<file path="src/inc/pmrc_pkg.sv">
package pmrc_pkg;

  // Register bus geometry.
  localparam int ADDR_W = 8;
  localparam int DATA_W = 8;

  // Register offsets.
  localparam logic [7:0] OFF_LBAT_CTRL = 8'h00;
  localparam logic [7:0] OFF_PWR_REQ = 8'h01;
  localparam logic [7:0] OFF_CLK_SEL = 8'h02;
  localparam logic [7:0] OFF_STATUS = 8'h03;

  // Field positions.
  localparam int LB_FLAG_BIT = 0;
  localparam int LB_TRIM_LSB = 4;
  localparam int LB_TRIM_W = 3;
  localparam int HALT_REQ_BIT = 0;
  localparam int IDLE_REQ_BIT = 1;
  localparam int CSEL_W = 2;
  localparam int NUM_LEVELS = 8;

  // Reset values.
  localparam logic [2:0] TRIM_RST = 3'h0;
  localparam logic [7:0] DATA_ZERO = 8'h00;

  // Clock source codes.
  localparam logic [1:0] CSEL_INT = 2'h0;
  localparam logic [1:0] CSEL_SQUARE = 2'h1;
  localparam logic [1:0] CSEL_XTAL = 2'h2;
  localparam logic [1:0] CSEL_RC = 2'h3;

  // Dividers and timer.
  localparam logic [1:0] DIV_INT_LAST = 2'h1;
  localparam logic [1:0] DIV_EXT_LAST = 2'h3;
  localparam logic [1:0] DIV_ZERO = 2'h0;
  localparam int TMR_W = 13;
  localparam logic [12:0] TMR_LAST = 13'h1FFF;
  localparam logic [12:0] TMR_ZERO = 13'h0000;

  // Start-up delay: 1 ms at 100 MHz.
  localparam int CLK_MHZ = 100;
  localparam int STARTUP_US = 1000;
  localparam int STARTUP_CYC_DEF = STARTUP_US * CLK_MHZ;
  localparam int CNT_W = 17;
  localparam logic [16:0] CNT_ZERO = 17'h00000;

  typedef enum logic [4:0] {
    ST_RESET = 5'b00001,
    ST_RUN = 5'b00010,
    ST_HALT = 5'b00100,
    ST_HWAKE = 5'b01000,
    ST_IDLE = 5'b10000
  } pmrc_state_e;

  typedef struct packed {
    logic wr;
    logic rd;
    logic [ADDR_W-1:0] addr;
    logic [DATA_W-1:0] wdata;
  } pmrc_bus_s;

  typedef struct packed {
    logic por;
    logic brownout_reset;
    logic wdog;
    logic ext_reset_b;
  } pmrc_rst_src_s;

endpackage

</file>
<file path="src/core/pmrc_top.sv">
`timescale 1ns/100ps
module pmrc_top
  import pmrc_pkg::*;
#(
  parameter int STARTUP_CYC = STARTUP_CYC_DEF
) (
  // Clock and reset.
  input wire logic clk_i,
  input wire logic rst_b_i,
  // Register port.
  input wire pmrc_bus_s bus_i,
  output logic [DATA_W-1:0] rdata_o,
  // Analog and event inputs.
  input wire logic [NUM_LEVELS-1:0] vcc_below_i,
  input wire pmrc_rst_src_s rst_src_i,
  input wire logic multi_input_wakeup_i,
  input wire logic osc_tick_i,
  input wire logic ext_clock_in_i,
  // Control outputs.
  output logic core_run_o,
  output logic io_reset_o,
  output logic osc_en_o,
  output logic lvd_en_o,
  output logic bod_en_o,
  output logic timer0_en_o,
  output logic instr_tick_o,
  output logic ext_clock_out_o
);

  typedef struct packed {
    pmrc_state_e state;
    logic [CNT_W-1:0] cnt;
    logic [1:0] div;
    logic ext_q;
    logic [TMR_W-1:0] tmr;
    logic [LB_TRIM_W-1:0] trim;
    logic [CSEL_W-1:0] csel;
    logic flag;
    logic halt_req;
    logic idle_req;
    logic [DATA_W-1:0] rdata;
    logic core_run;
    logic io_reset;
    logic osc_en;
    logic lvd_en;
    logic bod_en;
    logic tmr_en;
    logic tick;
    logic xdrv;
  } pmrc_st_s;

  localparam logic [CNT_W-1:0] CNT_LOAD = CNT_W'(STARTUP_CYC - 1);

  pmrc_st_s st_r;
  pmrc_st_s st_nxt;
  logic any_rst;
  logic ext_rise;
  logic clk_act;
  logic ovf;

  always_comb begin
    st_nxt = st_r;
    // Any source forces the sequence.
    // reset source merge
    any_rst = rst_src_i.por | rst_src_i.brownout_reset | rst_src_i.wdog |
              ~rst_src_i.ext_reset_b;
    ext_rise = ext_clock_in_i & ~st_r.ext_q;
    st_nxt.ext_q = ext_clock_in_i;
    clk_act = (st_r.state == ST_RUN) || (st_r.state == ST_IDLE);
    // Instruction clock generation.
    st_nxt.tick = 1'b0;
    if (clk_act) begin
      case (st_r.csel)
        CSEL_INT: begin
          if (osc_tick_i) begin
            st_nxt.div = (st_r.div == DIV_INT_LAST) ? DIV_ZERO :
                         st_r.div + 2'h1;
            st_nxt.tick = (st_r.div == DIV_INT_LAST);
          end
        end
        CSEL_SQUARE: begin
          st_nxt.tick = ext_rise;
        end
        // crystal and RC divide by four
        default: begin
          if (ext_rise) begin
            st_nxt.div = st_r.div + 2'h1;
            st_nxt.tick = (st_r.div == DIV_EXT_LAST);
          end
        end
      endcase
    end
    // Timer 0 counts instruction cycles.
    ovf = st_nxt.tick && (st_r.tmr == TMR_LAST);
    if (st_nxt.tick) begin
      st_nxt.tmr = st_r.tmr + 13'h0001;
    end
    // Comparator path; holds while the detector is off.
    // flag tracks comparator
    if (st_r.lvd_en) begin
      st_nxt.flag = vcc_below_i[st_r.trim];
    end
    // Register writes.
    if (bus_i.wr) begin
      case (bus_i.addr)
        OFF_LBAT_CTRL: begin
          st_nxt.trim = bus_i.wdata[LB_TRIM_LSB +: LB_TRIM_W];
        end
        OFF_PWR_REQ: begin
          if (st_r.state == ST_RUN) begin
            st_nxt.halt_req = bus_i.wdata[HALT_REQ_BIT];
            st_nxt.idle_req = bus_i.wdata[IDLE_REQ_BIT] &
                              ~bus_i.wdata[HALT_REQ_BIT];
          end
        end
        OFF_CLK_SEL: begin
          st_nxt.csel = bus_i.wdata[CSEL_W-1:0];
          st_nxt.div = DIV_ZERO;
        end
        default: begin
        end
      endcase
    end
    // Register reads; unmapped and write-only offsets read zero.
    st_nxt.rdata = DATA_ZERO;
    if (bus_i.rd) begin
      case (bus_i.addr)
        OFF_LBAT_CTRL: begin
          st_nxt.rdata[LB_FLAG_BIT] = st_r.flag;
          st_nxt.rdata[LB_TRIM_LSB +: LB_TRIM_W] = st_r.trim;
        end
        OFF_CLK_SEL: begin
          st_nxt.rdata[CSEL_W-1:0] = st_r.csel;
        end
        OFF_STATUS: begin
          st_nxt.rdata[$bits(pmrc_state_e)-1:0] = st_r.state;
        end
        default: begin
        end
      endcase
    end
    // Power mode sequencing.
    case (st_r.state)
      ST_RESET: begin
        if (any_rst) begin
          st_nxt.cnt = CNT_LOAD;
        end else if (st_r.cnt == CNT_ZERO) begin
          st_nxt.state = ST_RUN;
        end else begin
          st_nxt.cnt = st_r.cnt - 17'h00001;
        end
      end
      ST_RUN: begin
        if (st_nxt.halt_req) begin
          st_nxt.state = ST_HALT;
        end else if (st_nxt.idle_req) begin
          st_nxt.state = ST_IDLE;
        end
      end
      ST_HALT: begin
        if (multi_input_wakeup_i) begin
          st_nxt.state = ST_HWAKE;
          st_nxt.cnt = CNT_LOAD;
        end
      end
      ST_HWAKE: begin
        if (st_r.cnt == CNT_ZERO) begin
          st_nxt.state = ST_RUN;
          st_nxt.halt_req = 1'b0;
        end else begin
          st_nxt.cnt = st_r.cnt - 17'h00001;
        end
      end
      ST_IDLE: begin
        if (ovf) begin
          st_nxt.state = ST_RUN;
          st_nxt.idle_req = 1'b0;
        end
      end
      default: begin
        st_nxt.state = ST_RESET;
      end
    endcase
    if (any_rst) begin
      st_nxt.state = ST_RESET;
      st_nxt.cnt = CNT_LOAD;
      st_nxt.halt_req = 1'b0;
      st_nxt.idle_req = 1'b0;
      st_nxt.trim = TRIM_RST;
      st_nxt.csel = CSEL_INT;
      st_nxt.div = DIV_ZERO;
      st_nxt.tmr = TMR_ZERO;
    end
    // Outputs follow the next state so they line up with it.
    st_nxt.core_run = (st_nxt.state == ST_RUN);
    st_nxt.io_reset = (st_nxt.state == ST_RESET);
    // oscillator on unless halted or external
    st_nxt.osc_en = (st_nxt.state != ST_HALT) && (st_nxt.csel == CSEL_INT);
    st_nxt.lvd_en = (st_nxt.state == ST_RUN);
    st_nxt.bod_en = (st_nxt.state == ST_RUN) || (st_nxt.state == ST_RESET);
    st_nxt.tmr_en = (st_nxt.state == ST_RUN) || (st_nxt.state == ST_IDLE);
    st_nxt.xdrv = (st_nxt.csel == CSEL_XTAL) && (st_nxt.state != ST_HALT) &&
                 ~ext_clock_in_i;
  end

  always_ff @(posedge clk_i or negedge rst_b_i) begin
    if (!rst_b_i) begin
      // The start-up count is armed so that release waits out the delay.
      st_r <= '{state: ST_RESET, cnt: CNT_LOAD, div: DIV_ZERO, ext_q: 1'b0,
                tmr: TMR_ZERO, trim: TRIM_RST, csel: CSEL_INT, flag: 1'b0,
                halt_req: 1'b0, idle_req: 1'b0, rdata: DATA_ZERO,
                core_run: 1'b0, io_reset: 1'b1, osc_en: 1'b1,
                lvd_en: 1'b0, bod_en: 1'b1, tmr_en: 1'b0, tick: 1'b0,
                xdrv: 1'b0};
    end else begin
      st_r <= st_nxt;
    end
  end

  assign rdata_o = st_r.rdata;
  assign core_run_o = st_r.core_run;
  assign io_reset_o = st_r.io_reset;
  assign osc_en_o = st_r.osc_en;
  assign lvd_en_o = st_r.lvd_en;
  assign bod_en_o = st_r.bod_en;
  assign timer0_en_o = st_r.tmr_en;
  assign instr_tick_o = st_r.tick;
  assign ext_clock_out_o = st_r.xdrv;

  property p_flag_follow;
    @(posedge clk_i) disable iff (!rst_b_i)
    (st_r.lvd_en && !any_rst) |=>
      st_r.flag == $past(vcc_below_i[st_r.trim]);
  endproperty
  a_flag_follow: assert property (p_flag_follow)
    else $error("Flag does not follow selected comparator.");

  property p_flag_read;
    @(posedge clk_i) disable iff (!rst_b_i)
    (bus_i.rd && bus_i.addr == OFF_LBAT_CTRL) |=>
      rdata_o[LB_FLAG_BIT] == $past(st_r.flag);
  endproperty
  a_flag_read: assert property (p_flag_read)
    else $error("Flag read value wrong.");

  property p_trim_write;
    @(posedge clk_i) disable iff (!rst_b_i)
    (bus_i.wr && bus_i.addr == OFF_LBAT_CTRL && !any_rst) |=>
      st_r.trim == $past(bus_i.wdata[LB_TRIM_LSB +: LB_TRIM_W]) &&
      $stable(st_r.state);
  endproperty
  a_trim_write: assert property (p_trim_write)
    else $error("Trim write lost or disturbed the mode.");

  property p_reset_hold;
    @(posedge clk_i) disable iff (!rst_b_i)
    any_rst |=> io_reset_o && !core_run_o ##1 io_reset_o;
  endproperty
  a_reset_hold: assert property (p_reset_hold)
    else $error("Reset source did not hold the sequence.");

  property p_int_div;
    @(posedge clk_i) disable iff (!rst_b_i)
    (st_r.core_run && st_r.csel == CSEL_INT && osc_tick_i &&
     st_r.div == DIV_ZERO && !bus_i.wr && !any_rst) |=> !instr_tick_o;
  endproperty
  a_int_div: assert property (p_int_div)
    else $error("Internal clock not divided by two.");

  property p_halt_enter;
    @(posedge clk_i) disable iff (!rst_b_i)
    (st_r.state == ST_RUN && bus_i.wr && bus_i.addr == OFF_PWR_REQ &&
     bus_i.wdata[HALT_REQ_BIT] && !any_rst) |=>
      st_r.state == ST_HALT && !osc_en_o && !lvd_en_o && !bod_en_o;
  endproperty
  a_halt_enter: assert property (p_halt_enter)
    else $error("HALT entry did not shut down subsystems.");

  property p_halt_stay;
    @(posedge clk_i) disable iff (!rst_b_i)
    (st_r.state == ST_HALT && !multi_input_wakeup_i && !any_rst) |=>
      st_r.state == ST_HALT;
  endproperty
  a_halt_stay: assert property (p_halt_stay)
    else $error("HALT left without wakeup event.");

  property p_hwake_wait;
    @(posedge clk_i) disable iff (!rst_b_i)
    (st_r.state == ST_HALT && multi_input_wakeup_i && !any_rst) |=>
      !core_run_o [*2];
  endproperty
  a_hwake_wait: assert property (p_hwake_wait)
    else $error("Execution resumed without start-up delay.");

  property p_idle_enter;
    @(posedge clk_i) disable iff (!rst_b_i)
    (st_r.state == ST_RUN && bus_i.wr && bus_i.addr == OFF_PWR_REQ &&
     bus_i.wdata[IDLE_REQ_BIT] && !bus_i.wdata[HALT_REQ_BIT] && !any_rst)
      |=> st_r.state == ST_IDLE && timer0_en_o && !lvd_en_o && !bod_en_o &&
          (osc_en_o == (st_r.csel == CSEL_INT));
  endproperty
  a_idle_enter: assert property (p_idle_enter)
    else $error("IDLE entry gated the wrong subsystems.");

  property p_idle_wake;
    @(posedge clk_i) disable iff (!rst_b_i)
    (st_r.state == ST_IDLE && ovf && !any_rst) |=>
      core_run_o && !st_r.idle_req;
  endproperty
  a_idle_wake: assert property (p_idle_wake)
    else $error("IDLE wake did not resume on next cycle.");

  property p_osc_run;
    @(posedge clk_i) disable iff (!rst_b_i)
    (st_r.state == ST_RUN) |-> (osc_en_o == (st_r.csel == CSEL_INT));
  endproperty
  a_osc_run: assert property (p_osc_run)
    else $error("Oscillator enable wrong in RUN.");

  property p_square_tick;
    @(posedge clk_i) disable iff (!rst_b_i)
    (st_r.state == ST_RUN && st_r.csel == CSEL_SQUARE && ext_rise) |=>
      instr_tick_o;
  endproperty
  a_square_tick: assert property (p_square_tick)
    else $error("Square input edge gave no instruction tick.");

  property p_halt_clear;
    @(posedge clk_i) disable iff (!rst_b_i)
    (st_r.state == ST_HWAKE && st_r.cnt == CNT_ZERO && !any_rst) |=>
      core_run_o && !st_r.halt_req;
  endproperty
  a_halt_clear: assert property (p_halt_clear)
    else $error("Halt request not cleared on leaving HALT.");

  property p_idle_stay;
    @(posedge clk_i) disable iff (!rst_b_i)
    (st_r.state == ST_IDLE && !ovf && !any_rst) |=> st_r.state == ST_IDLE;
  endproperty
  a_idle_stay: assert property (p_idle_stay)
    else $error("IDLE left without timer overflow.");

endmodule

</file>
<file path="config.mk">
export PLATFORM = sky130hd
export DESIGN_NAME = pmrc_top
export DESIGN_NICKNAME = d
export VERILOG_FILES = /design/src/inc/pmrc_pkg.sv /design/src/core/pmrc_top.sv
export SDC_FILE = /design/constraint.sdc
export NUM_CORES = 1
export LEC_CHECK = 0
export BUFFER_PORTS_ARGS = -buffer_cell sky130_fd_sc_hd__buf_2
export CAP_MARGIN = 20
export CORE_ASPECT_RATIO = 0.7
export CORE_UTILIZATION = 51
export CTS_BUF_LIST = sky130_fd_sc_hd__clkbuf_4 sky130_fd_sc_hd__clkbuf_8
export DETAILED_ROUTE_END_ITERATION = 10
export GPL_TIMING_DRIVEN = 0
export PLACE_DENSITY = 0.76
export SYNTH_ARGS = -nofsm -noshare
export SYNTH_HDL_FRONTEND = slang
export SYNTH_SLANG_ARGS = --single-unit
</file>
<file path="constraint.sdc">
create_clock -name clk_i -period 2.9 [get_ports clk_i]
set_input_delay 0.58 -clock clk_i [delete_from_list [all_inputs] [get_ports clk_i]]
set_output_delay 0.58 -clock clk_i [all_outputs]
set_load 0.005 [all_outputs]
</file>
## After elaboration in Yosys (flattened, before gate mapping)

Cells that the tools add are included.

| storage, ports and cells | value |
|---|---|
| bits in registers | 60 |
| input bits | 35 |
| output and inout bits | 16 |
| logic and storage cells | 109 |

| operators by class | value |
|---|---|
| $add $sub $neg | 3 |
| $lt $le $gt $ge | 1 |
| eq/ne operators | 19 |
| multiplexer cells | 41 |
| bitwise gates (word level) | 9 |
| reduce and logical (&&, ||, !) cells | 18 |

Operators by type and width:

| cell | count |
|---|---|
| case mux 17 bit (2 select lines) | 1 |
| two-way mux 2 bit | 13 |
| two-way mux 5 bit | 5 |
| two-way mux 24 bit | 1 |
| two-way mux 22 bit | 1 |
| case mux 5 bit (4 select lines) | 1 |
| two-way mux 18 bit | 1 |
| logical NOT 17 bit | 1 |
| two-way mux 17 bit | 1 |
| subtractor 17 x 1 -> 17 bit, second input constant | 1 |
| == test 8 x 2 -> 1 bit, second input constant | 2 |
| adder 13 x 1 -> 13 bit, second input constant | 1 |
| == test 13 bit, second input constant | 1 |
| two-way mux 13 bit | 1 |
| == test 5 x 1 -> 1 bit, second input constant | 2 |
| == test 5 x 2 -> 1 bit, second input constant | 2 |
| == test 5 bit, second input constant | 2 |
| == test 8 x 1 -> 1 bit, second input constant | 1 |
| logical NOT 8 bit | 1 |
| two-way mux 1 bit | 8 |
| two-way mux 7 bit | 1 |
| inequality test 3 bit, second input constant | 2 |
| case mux 1 bit (2 select lines) | 3 |
| nonzero test 2 bit | 3 |
| other kinds (21) | 35 |

## Depth between registers and ports, before layout

Gate-level depths: netlist (run 1).

| depth | value |
|---|---|
| word-level depth | 12 |
| mapped depth | 9 |
| mapped depth without buffers | 9 |

## Worst setup path after synthesis (run 1)

OpenSTA, ideal clock, no wires.

| timing | value |
|---|---|
| kind | input to register |
| from | in rst_src_i[2] in the netlist's numbering |
| to | reg st_r[46] in the netlist's numbering |
| library setup time | 0.097 ns |
| data arrival time | 2.111 ns |
| data required time | 2.803 ns |
| path slack | 0.693 ns |
| stages | 5 |
| path buffers | 1 |
| cells stage by stage | nor4b_2 nand3_1 o21bai_1 buf_2 o31ai_1 |

| between the ends | value |
|---|---|
| cells in the longest elaborated chain, start to end | 5 |
| elaborated cells between the ends (all ways) | 8 |
| classes of those cells | eq/ne: 2; mux: 1; bitwise: 3; reduce/logical: 2 |

RTL lines:

| what | line | RTL |
|---|---|---|
| start, declared | pmrc_top.sv:15 | `input wire pmrc_rst_src_s rst_src_i,` |
| OR 1 bit * (3 in series) | pmrc_top.sv:65 | `any_rst = rst_src_i.por \| rst_src_i.brownout_reset \| rst_src_i.wdog \|` |
| inequality test 3 bit (no source line) / nonzero test 3 bit (equally long branches) | n/a |  |
| AND reduction 3 bit (no source line) | n/a |  |
| end signal, assigned | pmrc_top.sv:209 | `st_r <= '{state: ST_RESET, cnt: CNT_LOAD, div: DIV_ZERO, ext_q: 1'b0,` |
| end signal, assigned | pmrc_top.sv:216 | `st_r <= st_nxt;` |
| end, declared | pmrc_top.sv:54 | `pmrc_st_s st_r;` |

Mark *: on every way between the ends. The rest lies on a longest branch, timed or not.
A chain may end at the register's enable or synchronous reset.

## Worst setup path after layout (run 1)

| timing | value |
|---|---|
| from | reg st_r[58] in the netlist's numbering |
| to | reg st_r[52] in the netlist's numbering |

| between the ends | value |
|---|---|
| cells in the longest elaborated chain, start to end | 4 |
| elaborated cells between the ends (all ways) | 10 |
| classes of those cells | eq/ne: 5; mux: 2; reduce/logical: 3 |

RTL lines:

| what | line | RTL |
|---|---|---|
| == test 5 x 4 -> 1 bit / == test 5 x 1 -> 1 bit (equally long branches) | pmrc_top.sv:143 | `case (st_r.state)` |
| OR reduction 2 bit (no source line) | n/a |  |
| inequality test 3 bit (no source line), or another cell as far along | n/a |  |
| AND reduction 3 bit (no source line) / two-way mux 24 bit (equally long branches) | n/a |  |

Parallel ways exist; a longest one is shown, timed or not.

==> results of run 1 <==
==> per-layer routing <==
layer	up-vias	wire length, µm	global-route usage (%)
met3	8	387	5.65
li1	1366	-	-
met2	79	3370	36.7
met4	0	61	7.13
met1	1361	3510	31.6
met5	-	0	0
==> cells in the final DEF (no fill, tap or decap), types with 6 or more instances in the layout <==
| master | synthesis | layout |
|---|---|---|
| sky130_fd_sc_hd__buf_2 | 1 | 46 |
| sky130_fd_sc_hd__o21ai_0 | 17 | 17 |
| sky130_fd_sc_hd__a21oi_1 | 18 | 18 |
| sky130_fd_sc_hd__nor2_1 | 54 | 54 |
| sky130_fd_sc_hd__nor3_1 | 14 | 14 |
| sky130_fd_sc_hd__buf_4 | 11 | 11 |
| sky130_fd_sc_hd__and3_1 | 8 | 8 |
| sky130_fd_sc_hd__clkbuf_1 | 6 | 6 |
| sky130_fd_sc_hd__nand2_1 | 23 | 23 |
| sky130_fd_sc_hd__inv_1 | 12 | 12 |
| sky130_fd_sc_hd__clkbuf_8 | 0 | 10 |
| sky130_fd_sc_hd__nand4_1 | 7 | 7 |
| sky130_fd_sc_hd__nand3_1 | 10 | 10 |
| sky130_fd_sc_hd__mux2i_1 | 12 | 12 |
| sky130_fd_sc_hd__ha_1 | 6 | 6 |
| sky130_fd_sc_hd__dfstp_2 | 14 | 14 |
| sky130_fd_sc_hd__o22a_1 | 6 | 6 |
| sky130_fd_sc_hd__dfrtp_1 | 46 | 46 |
| sky130_fd_sc_hd__xor2_1 | 8 | 8 |
==> per-stage QoR <==
stage	cell area [µm²]	setup slack [ps]	utilization [%]
2_1_floorplan	3330	693	-
3_3_place_gp	3650	-83.7	58.2
3_5_place_dp	3670	-115	58.5
4_1_cts	3850	252	61.3
5_1_grt	3860	278	61.5
6_report	3860	477	61.5
==> worst register-to-register path: stages (launching register included) <==
cell and delay, ps:
sky130_fd_sc_hd__dfrtp_1 460, sky130_fd_sc_hd__nor3_1 360, sky130_fd_sc_hd__nand2_1 340, sky130_fd_sc_hd__and2_1 280, sky130_fd_sc_hd__o31ai_1 480, sky130_fd_sc_hd__o21ai_0 180, sky130_fd_sc_hd__a22o_1 210
==> power groups by stage <==
stage | Combinational (W) | Sequential, W | Clock (W)
after global placement | 0.0000767 | 0.000855 | 0
after global routing | 0.0000932 | 0.000840 | 0.000731
final | 0.0000826 | 0.000840 | 0.000677
after floorplan | 0.0000305 | 0.000855 | 0
after detailed placement | 0.0000817 | 0.000855 | 0
after CTS | 0.0000820 | 0.000840 | 0.000694
==> Yosys cell counts (4+ instances only) <==
cell type	instances	share of area (%)
sky130_fd_sc_hd__nor2_1	54	6.1
sky130_fd_sc_hd__dfrtp_1	46	35
sky130_fd_sc_hd__nand2_1	23	2.6
sky130_fd_sc_hd__a21oi_1	18	2.7
sky130_fd_sc_hd__o21ai_0	17	2.6
sky130_fd_sc_hd__dfstp_2	14	11
sky130_fd_sc_hd__nor3_1	14	2.1
sky130_fd_sc_hd__inv_1	12	1.4
sky130_fd_sc_hd__mux2i_1	12	3.6
sky130_fd_sc_hd__buf_4	11	2.5
sky130_fd_sc_hd__nand3_1	10	1.5
sky130_fd_sc_hd__and3_1	8	1.5
sky130_fd_sc_hd__xor2_1	8	2.1
sky130_fd_sc_hd__nand4_1	7	1.3
sky130_fd_sc_hd__clkbuf_1	6	0.68
sky130_fd_sc_hd__ha_1	6	2.3
sky130_fd_sc_hd__o22a_1	6	1.6
sky130_fd_sc_hd__a31oi_1	5	0.94
sky130_fd_sc_hd__o31ai_1	5	1.1
sky130_fd_sc_hd__and2_1	4	0.75
sky130_fd_sc_hd__and4_1	4	1.1
sky130_fd_sc_hd__nor2b_1	4	0.75
==> worst paths after layout <==
| path | to | cells past startpoint |
|---|---|---|
| worst max-delay path | st_r[52]$_DFFE_PN0P_ | 6 |
| min in group clk_i | st_r[37]$_DFF_PN0_ | 1 |
| max in group asynchronous | osc_en_o$_DFF_PN1_ | 2 |
| worst min register to register | st_r[18]$_DFFE_PN0P_ | 1 |
| worst max register to register | st_r[52]$_DFFE_PN0P_ | 6 |
| worst min-delay path | st_r[48]$_DFFE_PN0P_ | 1 |
==> what timing repair did <==
item / 4_1_cts / 5_1_grt
endpoints found under the setup margin: 0 / 2
gates resized for setup: 0 / 1
setup buffers: 0 / 0
==> final cells by class <==
class,instances,area (µm²)
fill,536,2420
clock buffer,14,168
multi-input combinational,257,1650
buffer,19,121
timing repair buffer,46,245
sequential,60,1520
tap,78,97.6
inverter,13,48.8
clock inverter,2,10.0
==> sequential cells by signal, indices dropped and copies added, names as in the netlist <==
register / count
io_reset_o: 1
lvd_en_o: 1
instr_tick_o: 1
timer0_en_o: 1
ext_clock_out_o: 1
rdata_o: 7
bod_en_o: 1
st_r: 46
osc_en_o: 1
==> cells by family (layout without fill, tap and decap cells) <==
| family | Yosys count | in the layout | share of synthesized area (%) |
|---|---|---|---|
| and+or+nand+nor | 153 | 153 | 24.2 |
| AOI/OAI and AO/OA | 72 | 72 | 14.9 |
| DFF | 60 | 60 | 45.6 |
| buffers and inverters | 32 | 94 | 5.11 |
| muxes | 14 | 14 | 4.96 |
| xor gates and xnor gates | 11 | 11 | 2.89 |
| adders and majority gates | 6 | 6 | 2.25 |
| other | 1 | 1 | 0.113 |
==> qor.yml, run 1 <==
clock_tree.htree_level_count: 3
timing.max_cap.violations: 0
rsz0062_at_grt: "false"
critical-path-top-delay-family: "simple AND/OR/NAND/NOR gates"
groute.usage.overall_pct: 23.2
setup_viol: 0
insertedDiodeCount: 0
worst_setup_path_startpoint: "st_r[58]$_DFF_PN0_"
crit_fanout: 9
critical-path-slowest-cell: "sky130_fd_sc_hd__o31ai_1"
grt_pass1_vias: 2784
route.vias.total: 2814
start_util_pct: 53.1
post-route-drc-count: 0
cts-root-buf: "sky130_fd_sc_hd__clkbuf_8"
cell_area_after_technology_mapping_mm2: 0.00333
critical-path-max-stage-delay_ps: 480
detailedPlacementHpwl_mm: 5.38
worst_setup_hold_path_clk_slew_ps: 60
tritoncts.num_buffers: 9
vias_per_cell: 5.75
fp.dieArea_mm2: 0.00686
slew_headroom_pct: 54.8
startpoint_class_of_the_critical_path: "flop"
post_synth_edffs: 0
wire_per_inst_um: 15.0
floorplan.die.height_um: 69.6
grt_pass1_wl_mm: 12.6
p_comb_share_pct: 5.2
tightest_slew_ps: 678
power.leakage_nw: 1.76
pin_count: 51
seq_area_frac_synth_pct: 45.6
numClockSinks: 60
placement.io_buffers: 45
gpl_congestion: 0.812
primary_flip_flop_cell_chosen_by_synthesis_mapping: "sky130_fd_sc_hd__dfrtp_1"
report.final.slew_viol_count: 0
core_region_area_mm2: 0.00628
critPathCaptureType: "flop"
status: "completed"
maximum_number_of_pins_on_one_net_before_global_route_repair: 32
timing.setup.critical_path_class: "flop to flop"
antenna_violating_nets_left: 0
detail_route.first_pass.iterations: 5
synth-warning-count: 0
layout_worst_path_cycle_share_pct: 83.6
worst_ep_arrival_time_ps: 2640
ys_async_sr_fraction_pct: 100
globalRoute.totalOverflow: 0
tritoncts: "done"
internal-power_w: 0.00124
die_width_um: 98.6
fmax_mhz: 413
insertion_delay_ps: 330
period_minus_slack_ps: 2420
finalClockSkew_ps: 5.04
swShare_pct: 22.4
timing.critical_path.buf_inv: 0
timing.setup.tns_ps: 0
setup.reg_to_reg.worst_slack_ps: 480
postSynthNetCount: 390
area_delta_synth_final_pct: 15.9
yosys_register_bits: 60
vdd.ir_drop.worst_uv: 249
hold_slack_ps: 287
required_ps: 3110
fraction_of_final_layout_cells_with_drive_strength_greater_than_1_pct: 25.8
finalNonFillerCells: 489
power.net_switching_w: 0.000358
ctsHoldBuffers: 0
postSynthCellCount: 349
hold_viol_final: 0
timing.hold.worst.class: "primary input to async pin"
post_synth.cell_area_avg_um2: 9.54
pwr-share-seq_pct: 52.5
place.detailed.instances: 473
fin_nets: 447
worst_r2r_startpoint: "st_r[58]$_DFF_PN0_"
fp-row-count: 24
drtIter0Drc: 221
routed_wirelength_mm: 7.33
cellPowerDensity_mw_per_mm2: 415
pwr-share-clk_pct: 42.3
synth.distinct_cells: 65
ordered_cell_list_for_the_critical_path: "nor3_1, nand2_1, and2_1, o31ai_1, o21ai_0, a22o_1"
cts-root-to-sink-buffers: 2
antenna_found_initial: 0
overall_power_w: 0.00160
(Power assumes the default switching activity.)
==> run 2: changes to the inputs <==
--- a/config.mk
+++ b/config.mk
@@ -12,7 +12,7 @@
 export CTS_BUF_LIST = sky130_fd_sc_hd__clkbuf_4 sky130_fd_sc_hd__clkbuf_8
 export DETAILED_ROUTE_END_ITERATION = 10
 export GPL_TIMING_DRIVEN = 0
-export PLACE_DENSITY = 0.76
+export PLACE_DENSITY = 0.79
 export SYNTH_ARGS = -nofsm -noshare
 export SYNTH_HDL_FRONTEND = slang
 export SYNTH_SLANG_ARGS = --single-unit
==> constraint.sdc (replaced) <==
create_clock -name clk_i -period 2.2 [get_ports clk_i]
set_input_delay 0.44 -clock clk_i [delete_from_list [all_inputs] [get_ports clk_i]]
set_output_delay 0.44 -clock clk_i [all_outputs]
set_load 0.005 [all_outputs]
==> run 2 against run 1 <==
Compared with the run above:
- worst setup slack worse by 410 ps
- maximum frequency increased by 14%
- clock power up 85%
- cell count increased by 1.4%
==> qor.yml, run 2 (synthesized netlist as in run 1, its figures left out) <==
largest_register_ffs: 46  # unchanged
area_delta_synth_final_pct: 23.6
wire_per_inst_um: 16.8  # +12%
period_minus_slack_ps: 2130  # -290 ps
detail_route.first_pass.iterations: 5  # unchanged
slew_headroom_pct: 56.2  # +1.4 points
setup_ws_ps: 66.5  # -410 ps
layout_worst_path_cycle_share_pct: 97.0  # +13 points
crit_fanout: 7  # -2
clock_tree.htree_level_count: 3  # unchanged
vias_per_cell: 6.02  # +4.6%
worst_setup_hold_path_clk_slew_ps: 60  # about the same
power.leakage_nw: 1.85  # +5.0%
die_width_um: 98.6  # unchanged
report.final.slew_viol_count: 0  # unchanged
setup.reg_to_reg.worst_slack_ps: 70  # -410 ps
tritoncts: "done"
tightest_slew_ps: 657  # -21.1 ps
maximum_number_of_pins_on_one_net_before_global_route_repair: 33  # +3.1%
reg2regPathDepth: 7  # +1
groute.usage.overall_pct: 24.3  # +1.1 points
worst_ep_arrival_time_ps: 2410  # -230 ps
fraction_of_final_layout_cells_with_drive_strength_greater_than_1_pct: 31.8  # +6.0 points
fp-row-count: 24  # unchanged
route.vias.total: 2987  # +6.1%
timing.hold.worst.class: "primary input to async pin"
fmax_mhz: 469  # +14%
cts-root-buf: "sky130_fd_sc_hd__clkbuf_8"
timing.setup.tns_ps: 0  # unchanged
cellPowerDensity_mw_per_mm2: 602  # +45%
pin_count: 51  # unchanged
detailedPlace.worstSlack_ps: -597  # -482 ps
globalRoute.totalOverflow: 0  # unchanged
placement.io_buffers: 45  # unchanged
required_ps: 2470  # -640 ps
cts-root-to-sink-buffers: 2  # unchanged
status: "completed"
antenna_violating_nets_left: 0  # unchanged
rsz0062_at_grt: "true"
insertedDiodeCount: 0  # unchanged
top_register_by_number_of_flip_flops: "st_r"
timing.max_cap.violations: 0  # unchanged
antenna_found_initial: 0  # unchanged
critPathCaptureType: "flop"
grt_pass1_vias: 2738  # -1.7%
fin_nets: 454  # +1.6%
ctsHoldBuffers: 0  # unchanged
gpl_congestion: 0.842  # +3.7%
nFillCells: 477  # -11%
commonest_non_fill_non_tap_cell_in_the_layout: "sky130_fd_sc_hd__nor2_1"
detailedPlacementHpwl_mm: 5.55  # +3.1%
floorplan.die.height_um: 69.6  # unchanged
start_util_pct: 53.1  # unchanged
fp.dieArea_mm2: 0.00686  # unchanged
core_region_area_mm2: 0.00628  # unchanged
grt_pass1_wl_mm: 13.0  # +2.6%
mostFrequentLayoutCells: "sky130_fd_sc_hd__nor2_1 (54), sky130_fd_sc_hd__buf_2 (45), sky130_fd_sc_hd__dfrtp_1 (43), sky130_fd_sc_hd__nand2_1 (22), sky130_fd_sc_hd__buf_4 (17)"
startpoint_class_of_the_critical_path: "flop"
numClockSinks: 60  # unchanged
post-route-drc-count: 0  # unchanged
hold_viol_final: 0  # unchanged
insertion_delay_ps: 340  # about the same
finalClockSkew_ps: 9.04  # +4.00 ps
drtIter0Drc: 332  # +50%
routed_wirelength_mm: 8.33  # +14%
tritoncts.num_buffers: 9  # unchanged
vdd.ir_drop.worst_uv: 319  # +28%
setup_viol: 0  # unchanged
timing.setup.critical_path_class: "flop to flop"
## run 2: per-stage QoR
stage / utilization (%) / hold WS [ps] / cells / power, W / instance area [µm²]
6_report: 65.6 / 126 / 496 / 0.00248 / 4120
5_1_grt: 65.6 / 182 / 496 / 0.00255 / 4120
4_1_cts: 63.4 / 146 / 491 / 0.00249 / 3980
3_5_place_dp: 58.5 / 496 / 473 / 0.00124 / 3670
3_3_place_gp: 58.2 / 481 / 472 / 0.00123 / 3650
2_1_floorplan: - / 144 / 349 / 0.00117 / 3330
## run 2: where the power goes
part / internal (W) / total (W) / switching [W]
registers: 0.00111 / 0.00111 / 0.000000893
logic: 0.0000446 / 0.000116 / 0.0000715
clock network: 0.000825 / 0.00125 / 0.000428
total: 0.00198 / 0.00248 / 0.000501
## run 2: cell type report
| cell class | instances | area, µm² | area share, % |
|---|---|---|---|
| inverters | 13 | 48.8 | 1.19 |
| well taps | 78 | 97.6 | 2.37 |
| multi-input cells | 257 | 1760 | 42.7 |
| flip-flops and latches | 60 | 1520 | 37.0 |
| plain buffers | 18 | 124 | 3.01 |
| clock inverters | 4 | 95.1 | 2.31 |
| clock buffers | 12 | 159 | 3.86 |
| repair buffers | 54 | 309 | 7.51 |
## run 2: routing by layer
metal / vias to the layer above / share of wire (%) / global-route usage [%]
met3: 30 / 6.7 / 6.35
met5: - / 0 / 0
met4: 0 / 3.1 / 7.96
met2: 139 / 48 / 39.7
met1: 1439 / 42 / 31.6
li1: 1379 / - / -
## run 2: worst max-delay path, cell delays in order (launching register included)
cell and delay [ps]:
sky130_fd_sc_hd__dfrtp_1 390, sky130_fd_sc_hd__or2_4 270, sky130_fd_sc_hd__or4_4 550, sky130_fd_sc_hd__nor3_4 240, sky130_fd_sc_hd__o31a_1 240, sky130_fd_sc_hd__buf_6 160
sky130_fd_sc_hd__a21oi_2 50, sky130_fd_sc_hd__o22a_1 160
## run 2: final timing paths
check,startpoint,to
max reg2reg,st_r[52]$_DFFE_PN0P_,st_r[44]$_DFFE_PN1P_
min reg2reg,lvd_en_o$_DFF_PN0_,st_r[18]$_DFFE_PN0P_
max,st_r[52]$_DFFE_PN0P_,st_r[44]$_DFFE_PN1P_
min,rst_b_i,st_r[53]$_DFFE_PN0P_
max in group asynchronous,rst_b_i,st_r[49]$_DFFE_PN1P_
min in group clk_i,ext_clock_in_i,st_r[37]$_DFF_PN0_
## run 2: what timing repair did
| item | 4_1_cts | 5_1_grt |
|---|---|---|
| gates resized for setup | 8 | 25 |
| hold endpoints to repair | 0 | 0 |
| pin swaps | 2 | 13 |
| cloned | 0 | 1 |
| setup buffers | 2 | 5 |
| setup endpoints to repair | 19 | 24 |
